$ cat src/verilog/bld_defs.svh
`ifndef BLD_DEFS_SVH
`define BLD_DEFS_SVH

// opcode encodings (low nibble of the first byte unless whole byte)
`define BLD_OPC_JMP_PAIR    8'h30
`define BLD_OPC_JMP_DIR_LO  4'hd
`define BLD_OPC_REL_LO      4'hb
`define BLD_OPC_MOV_REG_LO  4'h8
`define BLD_OPC_MOV_IMM_LO  4'hc

// instruction lengths in bytes
`define BLD_LEN_JMP_DIR     16'h0003
`define BLD_LEN_JMP_PAIR    16'h0002
`define BLD_LEN_REL         16'h0002
`define BLD_LEN_MOV         16'h0002

// execution lengths in core cycles
`define BLD_CYC_JMP_DIR     4'h8
`define BLD_CYC_JMP_PAIR    4'h8
`define BLD_CYC_REL         4'h6
`define BLD_CYC_MOV         4'h4

// cycle numbers (after acceptance) at which read data is captured, and the step increment
`define BLD_STEP_FIRST      4'h2
`define BLD_STEP_SECOND     4'h4
`define BLD_STEP_ONE        4'h1

// flag register bit positions
`define BLD_FLAG_C          7
`define BLD_FLAG_Z          6
`define BLD_FLAG_S          5
`define BLD_FLAG_V          4

// odd partner of an even register pair address
`define BLD_PAIR_LO_BIT     8'h01
`define BLD_PC_RESET        16'h0000
`define BLD_BYTE_ZERO       8'h00

`endif

$ cat src/verilog/bld_pkg.sv
package bld_pkg;

   typedef enum logic [2:0] {
      BLD_ST_IDLE = 3'b001,
      BLD_ST_RUN  = 3'b010,
      BLD_ST_FIN  = 3'b100
   } bld_state_t;

   typedef enum logic [2:0] {
      BLD_K_JMP_DIR  = 3'h0,
      BLD_K_JMP_PAIR = 3'h1,
      BLD_K_REL      = 3'h2,
      BLD_K_MOV_REG  = 3'h3,
      BLD_K_MOV_IMM  = 3'h4
   } bld_kind_t;

endpackage

$ cat src/verilog/bld_exec.sv
`timescale 1ns/1ps
`default_nettype none
`include "bld_defs.svh"

// Summary of operation
// - true condition loads direct address into PC
// - false condition continues with next instruction
// - indirect jump loads PC from register pair
// - direct jump: three bytes, eight cycles, nibble D
// - indirect jump: opcode 30, two bytes, eight cycles
// - these instructions never write the flags
// - true relative condition adds displacement to PC
// - displacement is a signed byte
// - displacement base is the following instruction
// - relative jump: two bytes, six cycles, nibble B
// - false relative condition falls through
// - load copies source, source left intact
module bld_exec
   import bld_pkg::*;
#(
   parameter logic [3:0] WORK_BASE = 4'hc  // page of working registers
) (
   input  wire logic        clock,          // core clock
   input  wire logic        rst_n,          // async reset, active low
   input  wire logic        start_valid,    // decoded instruction offered
   input  wire logic [7:0]  op_byte,        // first instruction byte
   input  wire logic [7:0]  arg1,           // second instruction byte
   input  wire logic [7:0]  arg2,           // third instruction byte
   input  wire logic [15:0] pc_in,          // address of first byte
   input  wire logic [7:0]  flags_in,       // flag register contents
   input  wire logic [7:0]  rf_rd_data,     // register file read data
   output var  logic        ready,          // idle, may take a start
   output var  logic        done,           // instruction complete pulse
   output var  logic        illegal,        // unsupported opcode pulse
   output var  logic        pc_load,        // load pc_out into PC
   output var  logic [15:0] pc_out,         // next program counter
   output var  logic        rf_rd_en,       // register read request
   output var  logic [7:0]  rf_rd_addr,     // register read address
   output var  logic        rf_wr_en,       // register write pulse
   output var  logic [7:0]  rf_wr_addr,     // register write address
   output var  logic [7:0]  rf_wr_data,     // register write data
   output var  logic        flags_wr_en     // flag write, never raised
);

   bld_state_t  state_reg,   state_next;
   bld_kind_t   kind_reg,    kind_next;
   logic [3:0]  cyc_reg,     cyc_next;
   logic [3:0]  step_reg,    step_next;
   logic [15:0] target_reg,  target_next;
   logic [7:0]  dst_reg,     dst_next;
   logic [7:0]  data_reg,    data_next;
   logic        ready_reg,   ready_next;
   logic        done_reg,    done_next;
   logic        illegal_reg, illegal_next;
   logic        pcld_reg,    pcld_next;
   logic [15:0] pcout_reg,   pcout_next;
   logic        rden_reg,    rden_next;
   logic [7:0]  rdaddr_reg,  rdaddr_next;
   logic        wren_reg,    wren_next;
   logic [7:0]  wraddr_reg,  wraddr_next;
   logic [7:0]  wrdata_reg,  wrdata_next;
   logic        flagwe_reg;

   logic        cond_true;
   logic        accept;
   logic [15:0] disp_ext;

   bld_cond u_cond (
      .condition_field (op_byte[7:4]),
      .flags           (flags_in),
      .taken           (cond_true)
   );

   assign accept   = start_valid && (state_reg == BLD_ST_IDLE);
   assign disp_ext = {{8{arg1[7]}}, arg1};

   always_comb begin
      state_next   = state_reg;
      kind_next    = kind_reg;
      cyc_next     = cyc_reg;
      step_next    = step_reg;
      target_next  = target_reg;
      dst_next     = dst_reg;
      data_next    = data_reg;
      ready_next   = ready_reg;
      done_next    = 1'b0;
      illegal_next = 1'b0;
      pcld_next    = 1'b0;
      pcout_next   = pcout_reg;
      rden_next    = 1'b0;
      rdaddr_next  = rdaddr_reg;
      wren_next    = 1'b0;
      wraddr_next  = wraddr_reg;
      wrdata_next  = wrdata_reg;
      case (state_reg)
         BLD_ST_IDLE: begin
            if (accept) begin
               state_next = BLD_ST_RUN;
               ready_next = 1'b0;
               step_next  = `BLD_STEP_ONE;
               if (op_byte == `BLD_OPC_JMP_PAIR) begin
                  kind_next   = BLD_K_JMP_PAIR;
                  cyc_next    = `BLD_CYC_JMP_PAIR;
                  rden_next   = 1'b1;
                  rdaddr_next = arg1;
               end else if (op_byte[3:0] == `BLD_OPC_JMP_DIR_LO) begin
                  kind_next = BLD_K_JMP_DIR;
                  cyc_next  = `BLD_CYC_JMP_DIR;
                  if (cond_true) begin
                     target_next = {arg1, arg2};
                  end else begin
                     target_next = pc_in + `BLD_LEN_JMP_DIR;
                  end
               end else if (op_byte[3:0] == `BLD_OPC_REL_LO) begin
                  kind_next = BLD_K_REL;
                  cyc_next  = `BLD_CYC_REL;
                  if (cond_true) begin
                     target_next = pc_in + `BLD_LEN_REL + disp_ext;
                  end else begin
                     target_next = pc_in + `BLD_LEN_REL;
                  end
               end else if (op_byte[3:0] == `BLD_OPC_MOV_REG_LO) begin
                  kind_next   = BLD_K_MOV_REG;
                  cyc_next    = `BLD_CYC_MOV;
                  target_next = pc_in + `BLD_LEN_MOV;
                  dst_next    = {WORK_BASE, op_byte[7:4]};
                  rden_next   = 1'b1;
                  rdaddr_next = arg1;
               end else if (op_byte[3:0] == `BLD_OPC_MOV_IMM_LO) begin
                  kind_next   = BLD_K_MOV_IMM;
                  cyc_next    = `BLD_CYC_MOV;
                  target_next = pc_in + `BLD_LEN_MOV;
                  dst_next    = {WORK_BASE, op_byte[7:4]};
                  data_next   = arg1;
               end else begin
                  // unsupported opcode: refused, block stays idle
                  state_next   = BLD_ST_IDLE;
                  ready_next   = 1'b1;
                  illegal_next = 1'b1;
               end
            end
         end
         BLD_ST_RUN: begin
            step_next = step_reg + `BLD_STEP_ONE;
            if (step_reg == `BLD_STEP_FIRST) begin
               if (kind_reg == BLD_K_JMP_PAIR) begin
                  target_next[15:8] = rf_rd_data;
                  rden_next         = 1'b1;
                  rdaddr_next       = rdaddr_reg | `BLD_PAIR_LO_BIT;
               end else if (kind_reg == BLD_K_MOV_REG) begin
                  data_next = rf_rd_data;
               end
            end
            if (step_reg == `BLD_STEP_SECOND &&
                kind_reg == BLD_K_JMP_PAIR) begin
               target_next[7:0] = rf_rd_data;
            end
            if (step_reg == cyc_reg - `BLD_STEP_ONE) begin
               state_next = BLD_ST_FIN;
               done_next  = 1'b1;
               pcld_next  = 1'b1;
               pcout_next = target_next;
               if (kind_reg == BLD_K_MOV_REG ||
                   kind_reg == BLD_K_MOV_IMM) begin
                  // only the destination is written
                  wren_next   = 1'b1;
                  wraddr_next = dst_reg;
                  wrdata_next = data_next;
               end
            end
         end
         BLD_ST_FIN: begin
            state_next = BLD_ST_IDLE;
            ready_next = 1'b1;
         end
         default: begin
            state_next = BLD_ST_IDLE;
            ready_next = 1'b1;
         end
      endcase
   end

   always_ff @(posedge clock or negedge rst_n) begin
      if (!rst_n) begin
         state_reg   <= BLD_ST_IDLE;
         kind_reg    <= BLD_K_JMP_DIR;
         cyc_reg     <= 4'h0;
         step_reg    <= 4'h0;
         target_reg  <= `BLD_PC_RESET;
         dst_reg     <= `BLD_BYTE_ZERO;
         data_reg    <= `BLD_BYTE_ZERO;
         ready_reg   <= 1'b1;
         done_reg    <= 1'b0;
         illegal_reg <= 1'b0;
         pcld_reg    <= 1'b0;
         pcout_reg   <= `BLD_PC_RESET;
         rden_reg    <= 1'b0;
         rdaddr_reg  <= `BLD_BYTE_ZERO;
         wren_reg    <= 1'b0;
         wraddr_reg  <= `BLD_BYTE_ZERO;
         wrdata_reg  <= `BLD_BYTE_ZERO;
         flagwe_reg  <= 1'b0;
      end else begin
         state_reg   <= state_next;
         kind_reg    <= kind_next;
         cyc_reg     <= cyc_next;
         step_reg    <= step_next;
         target_reg  <= target_next;
         dst_reg     <= dst_next;
         data_reg    <= data_next;
         ready_reg   <= ready_next;
         done_reg    <= done_next;
         illegal_reg <= illegal_next;
         pcld_reg    <= pcld_next;
         pcout_reg   <= pcout_next;
         rden_reg    <= rden_next;
         rdaddr_reg  <= rdaddr_next;
         wren_reg    <= wren_next;
         wraddr_reg  <= wraddr_next;
         wrdata_reg  <= wrdata_next;
         flagwe_reg  <= 1'b0;
      end
   end

   assign ready       = ready_reg;
   assign done        = done_reg;
   assign illegal     = illegal_reg;
   assign pc_load     = pcld_reg;
   assign pc_out      = pcout_reg;
   assign rf_rd_en    = rden_reg;
   assign rf_rd_addr  = rdaddr_reg;
   assign rf_wr_en    = wren_reg;
   assign rf_wr_addr  = wraddr_reg;
   assign rf_wr_data  = wrdata_reg;
   assign flags_wr_en = flagwe_reg;

   logic        acc_dir, acc_rel, acc_pair, acc_mov;
   logic [15:0] dir_addr, seq_dir, seq_rel, rel_dest;

   assign acc_dir  = accept && op_byte[3:0] == `BLD_OPC_JMP_DIR_LO;
   assign acc_rel  = accept && op_byte[3:0] == `BLD_OPC_REL_LO;
   assign acc_pair = accept && op_byte == `BLD_OPC_JMP_PAIR;
   assign acc_mov  = accept && op_byte[3:0] == `BLD_OPC_MOV_REG_LO;
   assign dir_addr = {arg1, arg2};
   assign seq_dir  = pc_in + `BLD_LEN_JMP_DIR;
   assign seq_rel  = pc_in + `BLD_LEN_REL;
   assign rel_dest = seq_rel + {{8{arg1[7]}}, arg1};
endmodule
`default_nettype wire

$ cat src/verilog/bld_cond.sv
`timescale 1ns/1ps
`default_nettype none
`include "bld_defs.svh"

module bld_cond (
   input  wire logic [3:0] condition_field, // condition nibble
   input  wire logic [7:0] flags,           // current flag register
   output var  logic       taken            // condition holds
);
   logic c;
   logic z;
   logic s;
   logic v;
   logic base;

   assign c = flags[`BLD_FLAG_C];
   assign z = flags[`BLD_FLAG_Z];
   assign s = flags[`BLD_FLAG_S];
   assign v = flags[`BLD_FLAG_V];

   // lower eight codes; the upper eight are their complements
   always_comb begin
      case (condition_field[2:0])
         3'h0:    base = 1'b0;
         3'h1:    base = s ^ v;
         3'h2:    base = z | (s ^ v);
         3'h3:    base = c | z;
         3'h4:    base = v;
         3'h5:    base = s;
         3'h6:    base = z;
         3'h7:    base = c;
         default: base = 1'b0;
      endcase
      taken = base ^ condition_field[3];
   end

endmodule
`default_nettype wire

$ cat config.mk
export PLATFORM = sky130hd
export DESIGN_NAME = bld_exec
export DESIGN_NICKNAME = d
export VERILOG_FILES = /design/src/verilog/bld_pkg.sv /design/src/verilog/bld_exec.sv /design/src/verilog/bld_cond.sv
export VERILOG_INCLUDE_DIRS = /design/src /design/src/verilog
export SDC_FILE = /design/constraint.sdc
export NUM_CORES = 1
export LEC_CHECK = 0
export BUFFER_PORTS_ARGS = -buffer_cell sky130_fd_sc_hd__buf_2
export CAP_MARGIN = 0
export CELL_PAD_IN_SITES_DETAIL_PLACEMENT = 1
export CELL_PAD_IN_SITES_GLOBAL_PLACEMENT = 2
export CORE_ASPECT_RATIO = 0.5
export CORE_MARGIN = 8
export CORE_UTILIZATION = 34
export DETAILED_ROUTE_END_ITERATION = 10
export GPL_ROUTABILITY_DRIVEN = 0
export GPL_TIMING_DRIVEN = 0
export PLACE_DENSITY_LB_ADDON = 0.3
export RECOVER_POWER = 25
export SETUP_SLACK_MARGIN = 0.05
export SLEW_MARGIN = 20
export SYNTH_ARGS = -nofsm -noshare
export SYNTH_HDL_FRONTEND = slang
export SYNTH_HIERARCHICAL = 1
export SYNTH_SLANG_ARGS = --single-unit
$ cat constraint.sdc
create_clock -name clock -period 3 [get_ports clock]
set_input_delay 0 -clock clock [delete_from_list [all_inputs] [get_ports clock]]
set_output_delay 0 -clock clock [all_outputs]
set_load 0.05 [all_outputs]
==> metrics.cfg <==
[placed_design]
portBuffers=95
dp_hpwl_mm=15.4

[logic_synthesis]
synth_area_um2=5600
synth_cell_type_count=70
syn_area_per_cell_um2=9.18
yosys.area_share.xor_xnor_pct=6.26
synth.mux.area_fraction_pct=8.43
synth_top_family_by_area=compound AO/OA/AOI/OAI gates
postSynth.asyncResetShare_pct=100
synthesis.instances=610
synth_edf_count=0
post_synthesis_compound_gate_area_fraction_pct=21.5
yosys_most_used_dff=sky130_fd_sc_hd__dfrtp_1
synthesis.yosys.warnings=6
seq_area_frac_synth_pct=37.6
synth_seq_cells=84
synth_fa_ha_area_share_pct=5.95
synth_simple_gate_area_share_pct=16.3

[floorplanning]
total_i_o_pin_count=106
die_h_um=107
die_area_um2=21100
core_area_um2=16200
num_rows=33
floorplan.initialDensity_pct=34.5
die_width_um=197

[sta]
fin_crit_ps=2720
fmax_mhz=367
worst_skew_ps=7.47
slew-limit-headroom_pct=11.3
timing.final.hold_violations=0
setup_viol=0
setup_repair_after_global_routing_missed_its_margin=false
timing.hold.ws_ps=37.6
final_max_slew_viols=0
setup_tns_final_ps=0
worstMarginPinSlew_ps=1330
final_min_period_over_clock_period_pct=90.7

[clock_network]
max-clock-path-buffers=2
ctsRootBufferMaster=sky130_fd_sc_hd__clkbuf_16
tritoncts.num_buffers=9
worst_setup_hold_path_clk_slew_ps=60
insertion_delay_ps=350
tritoncts=done
cts-htree-levels=3
clock_sinks=84
cts_setup_buffers=0

[routing]
routed_wl_mm=19.6
route.vias.total=5085
drt.antenna.violating_nets=0
dr.max_layer_used=met4
wire_per_inst_um=20.5
via_per_inst=5.32
wl_met2_mm=8.67
post-route-drc-count=0
detailedRoute.firstPassIterationCount=4
routedLengthMet1_mm=9.65
wl_met3_um=883
drt_iter0_markers=274

[global_route]
grt_antenna_before_repair=1
vias_in_the_first_global_route=5324
remaining_global_route_overflow=0
grtUsageTotal_pct=18.9
global_route_wire_length_before_repair_mm=31.2
grt_max_degree=52

[min_path]
hold_class=input pin to flip-flop

[setup_path]
cp_endpoint_kind=flip-flop
cp_max_fo=8
required_ps=3210
r2r_setup_slack_ps=560
path_class=input pin to flip-flop
worstPathArrival_ps=2940
crit_path_start_kind=input pin

[status]
status=complete, no violations

[final_layout]
diodes=0
area_delta_synth_final_pct=20.6
post_route_cells_drive_above_1_share_pct=21.7
nets=809

[power]
power.density_nw_per_um2=566
internal-power_w=0.00250
power.switching_w=0.00132
power.share.combinational_pct=30.0
power.share.switching_pct=34.5
worst_ir_drop_vdd_v=0.000269
clock_power_share_pct=31.6
power.static_leakage_nw=2.98
seqPwrFrac_pct=38.4

[flow_run]
max_cap_violations=0

## cell usage in the layout (no fill, tap or decap), types with 4 or more instances in the layout
master                           n
sky130_fd_sc_hd__a221oi_1        7
sky130_fd_sc_hd__a211oi_1        4
sky130_fd_sc_hd__dfrtp_1        82
sky130_fd_sc_hd__nand3_1        24
sky130_fd_sc_hd__nand2b_1        9
sky130_fd_sc_hd__a21oi_1        40
sky130_fd_sc_hd__o221ai_1        4
sky130_fd_sc_hd__o22ai_1        19
sky130_fd_sc_hd__and3_1          5
sky130_fd_sc_hd__a221o_1         5
sky130_fd_sc_hd__a2bb2oi_1       9
sky130_fd_sc_hd__and4_1          4
sky130_fd_sc_hd__nand2_1        62
sky130_fd_sc_hd__a31oi_1         6
sky130_fd_sc_hd__ha_1           25
sky130_fd_sc_hd__mux2i_1        28
sky130_fd_sc_hd__nor2b_1         6
sky130_fd_sc_hd__xor2_1         13
sky130_fd_sc_hd__o21ai_0        53
sky130_fd_sc_hd__o21a_1          4
sky130_fd_sc_hd__o211ai_1        5
sky130_fd_sc_hd__clkbuf_16       9
sky130_fd_sc_hd__xnor2_1        27
sky130_fd_sc_hd__dlygate4sd3_1   5
sky130_fd_sc_hd__mux2_2         17
sky130_fd_sc_hd__inv_1          14
sky130_fd_sc_hd__buf_2          99
sky130_fd_sc_hd__buf_4           8
sky130_fd_sc_hd__clkbuf_1       14
sky130_fd_sc_hd__nor2_1         42
sky130_fd_sc_hd__nor3_1          5
sky130_fd_sc_hd__a21o_1          8
## cells by family after synthesis
kind of cell / after synthesis
AOI/OAI and AO/OA: 186
xor gates and xnor gates: 40
adders and majority gates: 26
buffers and inverters: 43
DFF: 84
muxes: 45
other: 1
and+or+nand+nor: 185
## cell usage after synthesis, types with 5 or more instances
cell	instances	share of area (%)
sky130_fd_sc_hd__ha_1	25	5.6
sky130_fd_sc_hd__nand3_1	24	2.1
sky130_fd_sc_hd__mux2_2	17	3.4
sky130_fd_sc_hd__buf_4	8	1.1
sky130_fd_sc_hd__a221oi_1	7	1.1
sky130_fd_sc_hd__a21oi_1	40	3.6
sky130_fd_sc_hd__buf_2	8	0.72
sky130_fd_sc_hd__and3_1	5	0.56
sky130_fd_sc_hd__o22ai_1	19	2.1
sky130_fd_sc_hd__nand2b_1	9	1.0
sky130_fd_sc_hd__inv_1	14	0.94
sky130_fd_sc_hd__mux2i_1	28	5.0
sky130_fd_sc_hd__xor2_1	13	2.0
sky130_fd_sc_hd__nand2_1	62	4.2
sky130_fd_sc_hd__xnor2_1	27	4.2
sky130_fd_sc_hd__o211ai_1	5	0.67
sky130_fd_sc_hd__a21o_1	8	1.1
sky130_fd_sc_hd__a2bb2oi_1	9	1.4
sky130_fd_sc_hd__nor3_1	5	0.45
sky130_fd_sc_hd__clkbuf_1	9	0.60
sky130_fd_sc_hd__a31oi_1	6	0.67
sky130_fd_sc_hd__o21ai_0	53	4.7
sky130_fd_sc_hd__nor2b_1	6	0.67
sky130_fd_sc_hd__nor2_1	43	2.9
sky130_fd_sc_hd__dfrtp_1	82	37
sky130_fd_sc_hd__a221o_1	5	0.89
## routing by layer
layer  global-route usage, %  vias to the layer above
li1                        -                     2461
met5                       0                        -
met2                    29.0                       86
met3                    4.19                       25
met4                    5.29                        0
met1                    26.4                     2513
## metrics by stage
step	instances	setup WS [ps]	instance area, µm²	total power, W	util [%]
after detailed placement	935	-121	6390	0.00263	39.4
after CTS	956	158	6760	0.00385	41.6
final	956	279	6750	0.00382	41.6
after global placement	934	-156	6360	0.00260	39.2
after global routing	956	53.3	6750	0.00401	41.6
after floorplan	612	555	5610	0.00225	-
## power by group through the flow
stage	combinational [W]	clock [W]	sequential (W)
2_1_floorplan	0.000576	0	0.00168
3_5_place_dp	0.00114	0	0.00149
3_3_place_gp	0.00112	0	0.00148
4_1_cts	0.00115	0.00123	0.00147
5_1_grt	0.00125	0.00127	0.00149
6_report	0.00114	0.00121	0.00147
## area by class of cell
cell class | instances | area, µm²
well taps | 227 | 284
flip-flops and latches | 84 | 2100
clock inverters | 4 | 72.6
inverters | 14 | 52.6
repair buffers | 101 | 542
plain buffers | 29 | 165
fillers | 1923 | 9470
clock buffers | 12 | 246
multi-input cells | 485 | 3290
## critical path, cell delays in order
cell and delay (ps):
sky130_fd_sc_hd__buf_2 200, sky130_fd_sc_hd__ha_1 260, sky130_fd_sc_hd__and4_1 320, sky130_fd_sc_hd__nor2b_1 230, sky130_fd_sc_hd__xnor2_1 240, sky130_fd_sc_hd__ha_1 330
sky130_fd_sc_hd__a21oi_1 120, sky130_fd_sc_hd__o21ai_0 120, sky130_fd_sc_hd__a21oi_1 290, sky130_fd_sc_hd__o21a_1 150, sky130_fd_sc_hd__o21ai_0 80, sky130_fd_sc_hd__a221oi_1 450
sky130_fd_sc_hd__o21ai_0 130
## path summary, 6_finish.rpt
check                         startpoint              to  cells past startpoint
max                             pc_in[1]  target_reg[12]                     13
min                        rf_rd_data[7]   target_reg[7]                      2
max reg2reg                 state_reg[0]   target_reg[4]                      6
min reg2reg                   dst_reg[6]      dst_reg[6]                      1
max in group asynchronous          rst_n           ready                      3
min in group asynchronous          rst_n   rf_rd_addr[3]                      2
## timing repair
action / in CTS / in global routing
endpoints found under the setup margin: 0 / 1
resized for setup: 0 / 1
endpoints found under the hold margin: 54 / 0
hold buffers: 5 / 0
Note: power is estimated with default switching activity, not from simulation.
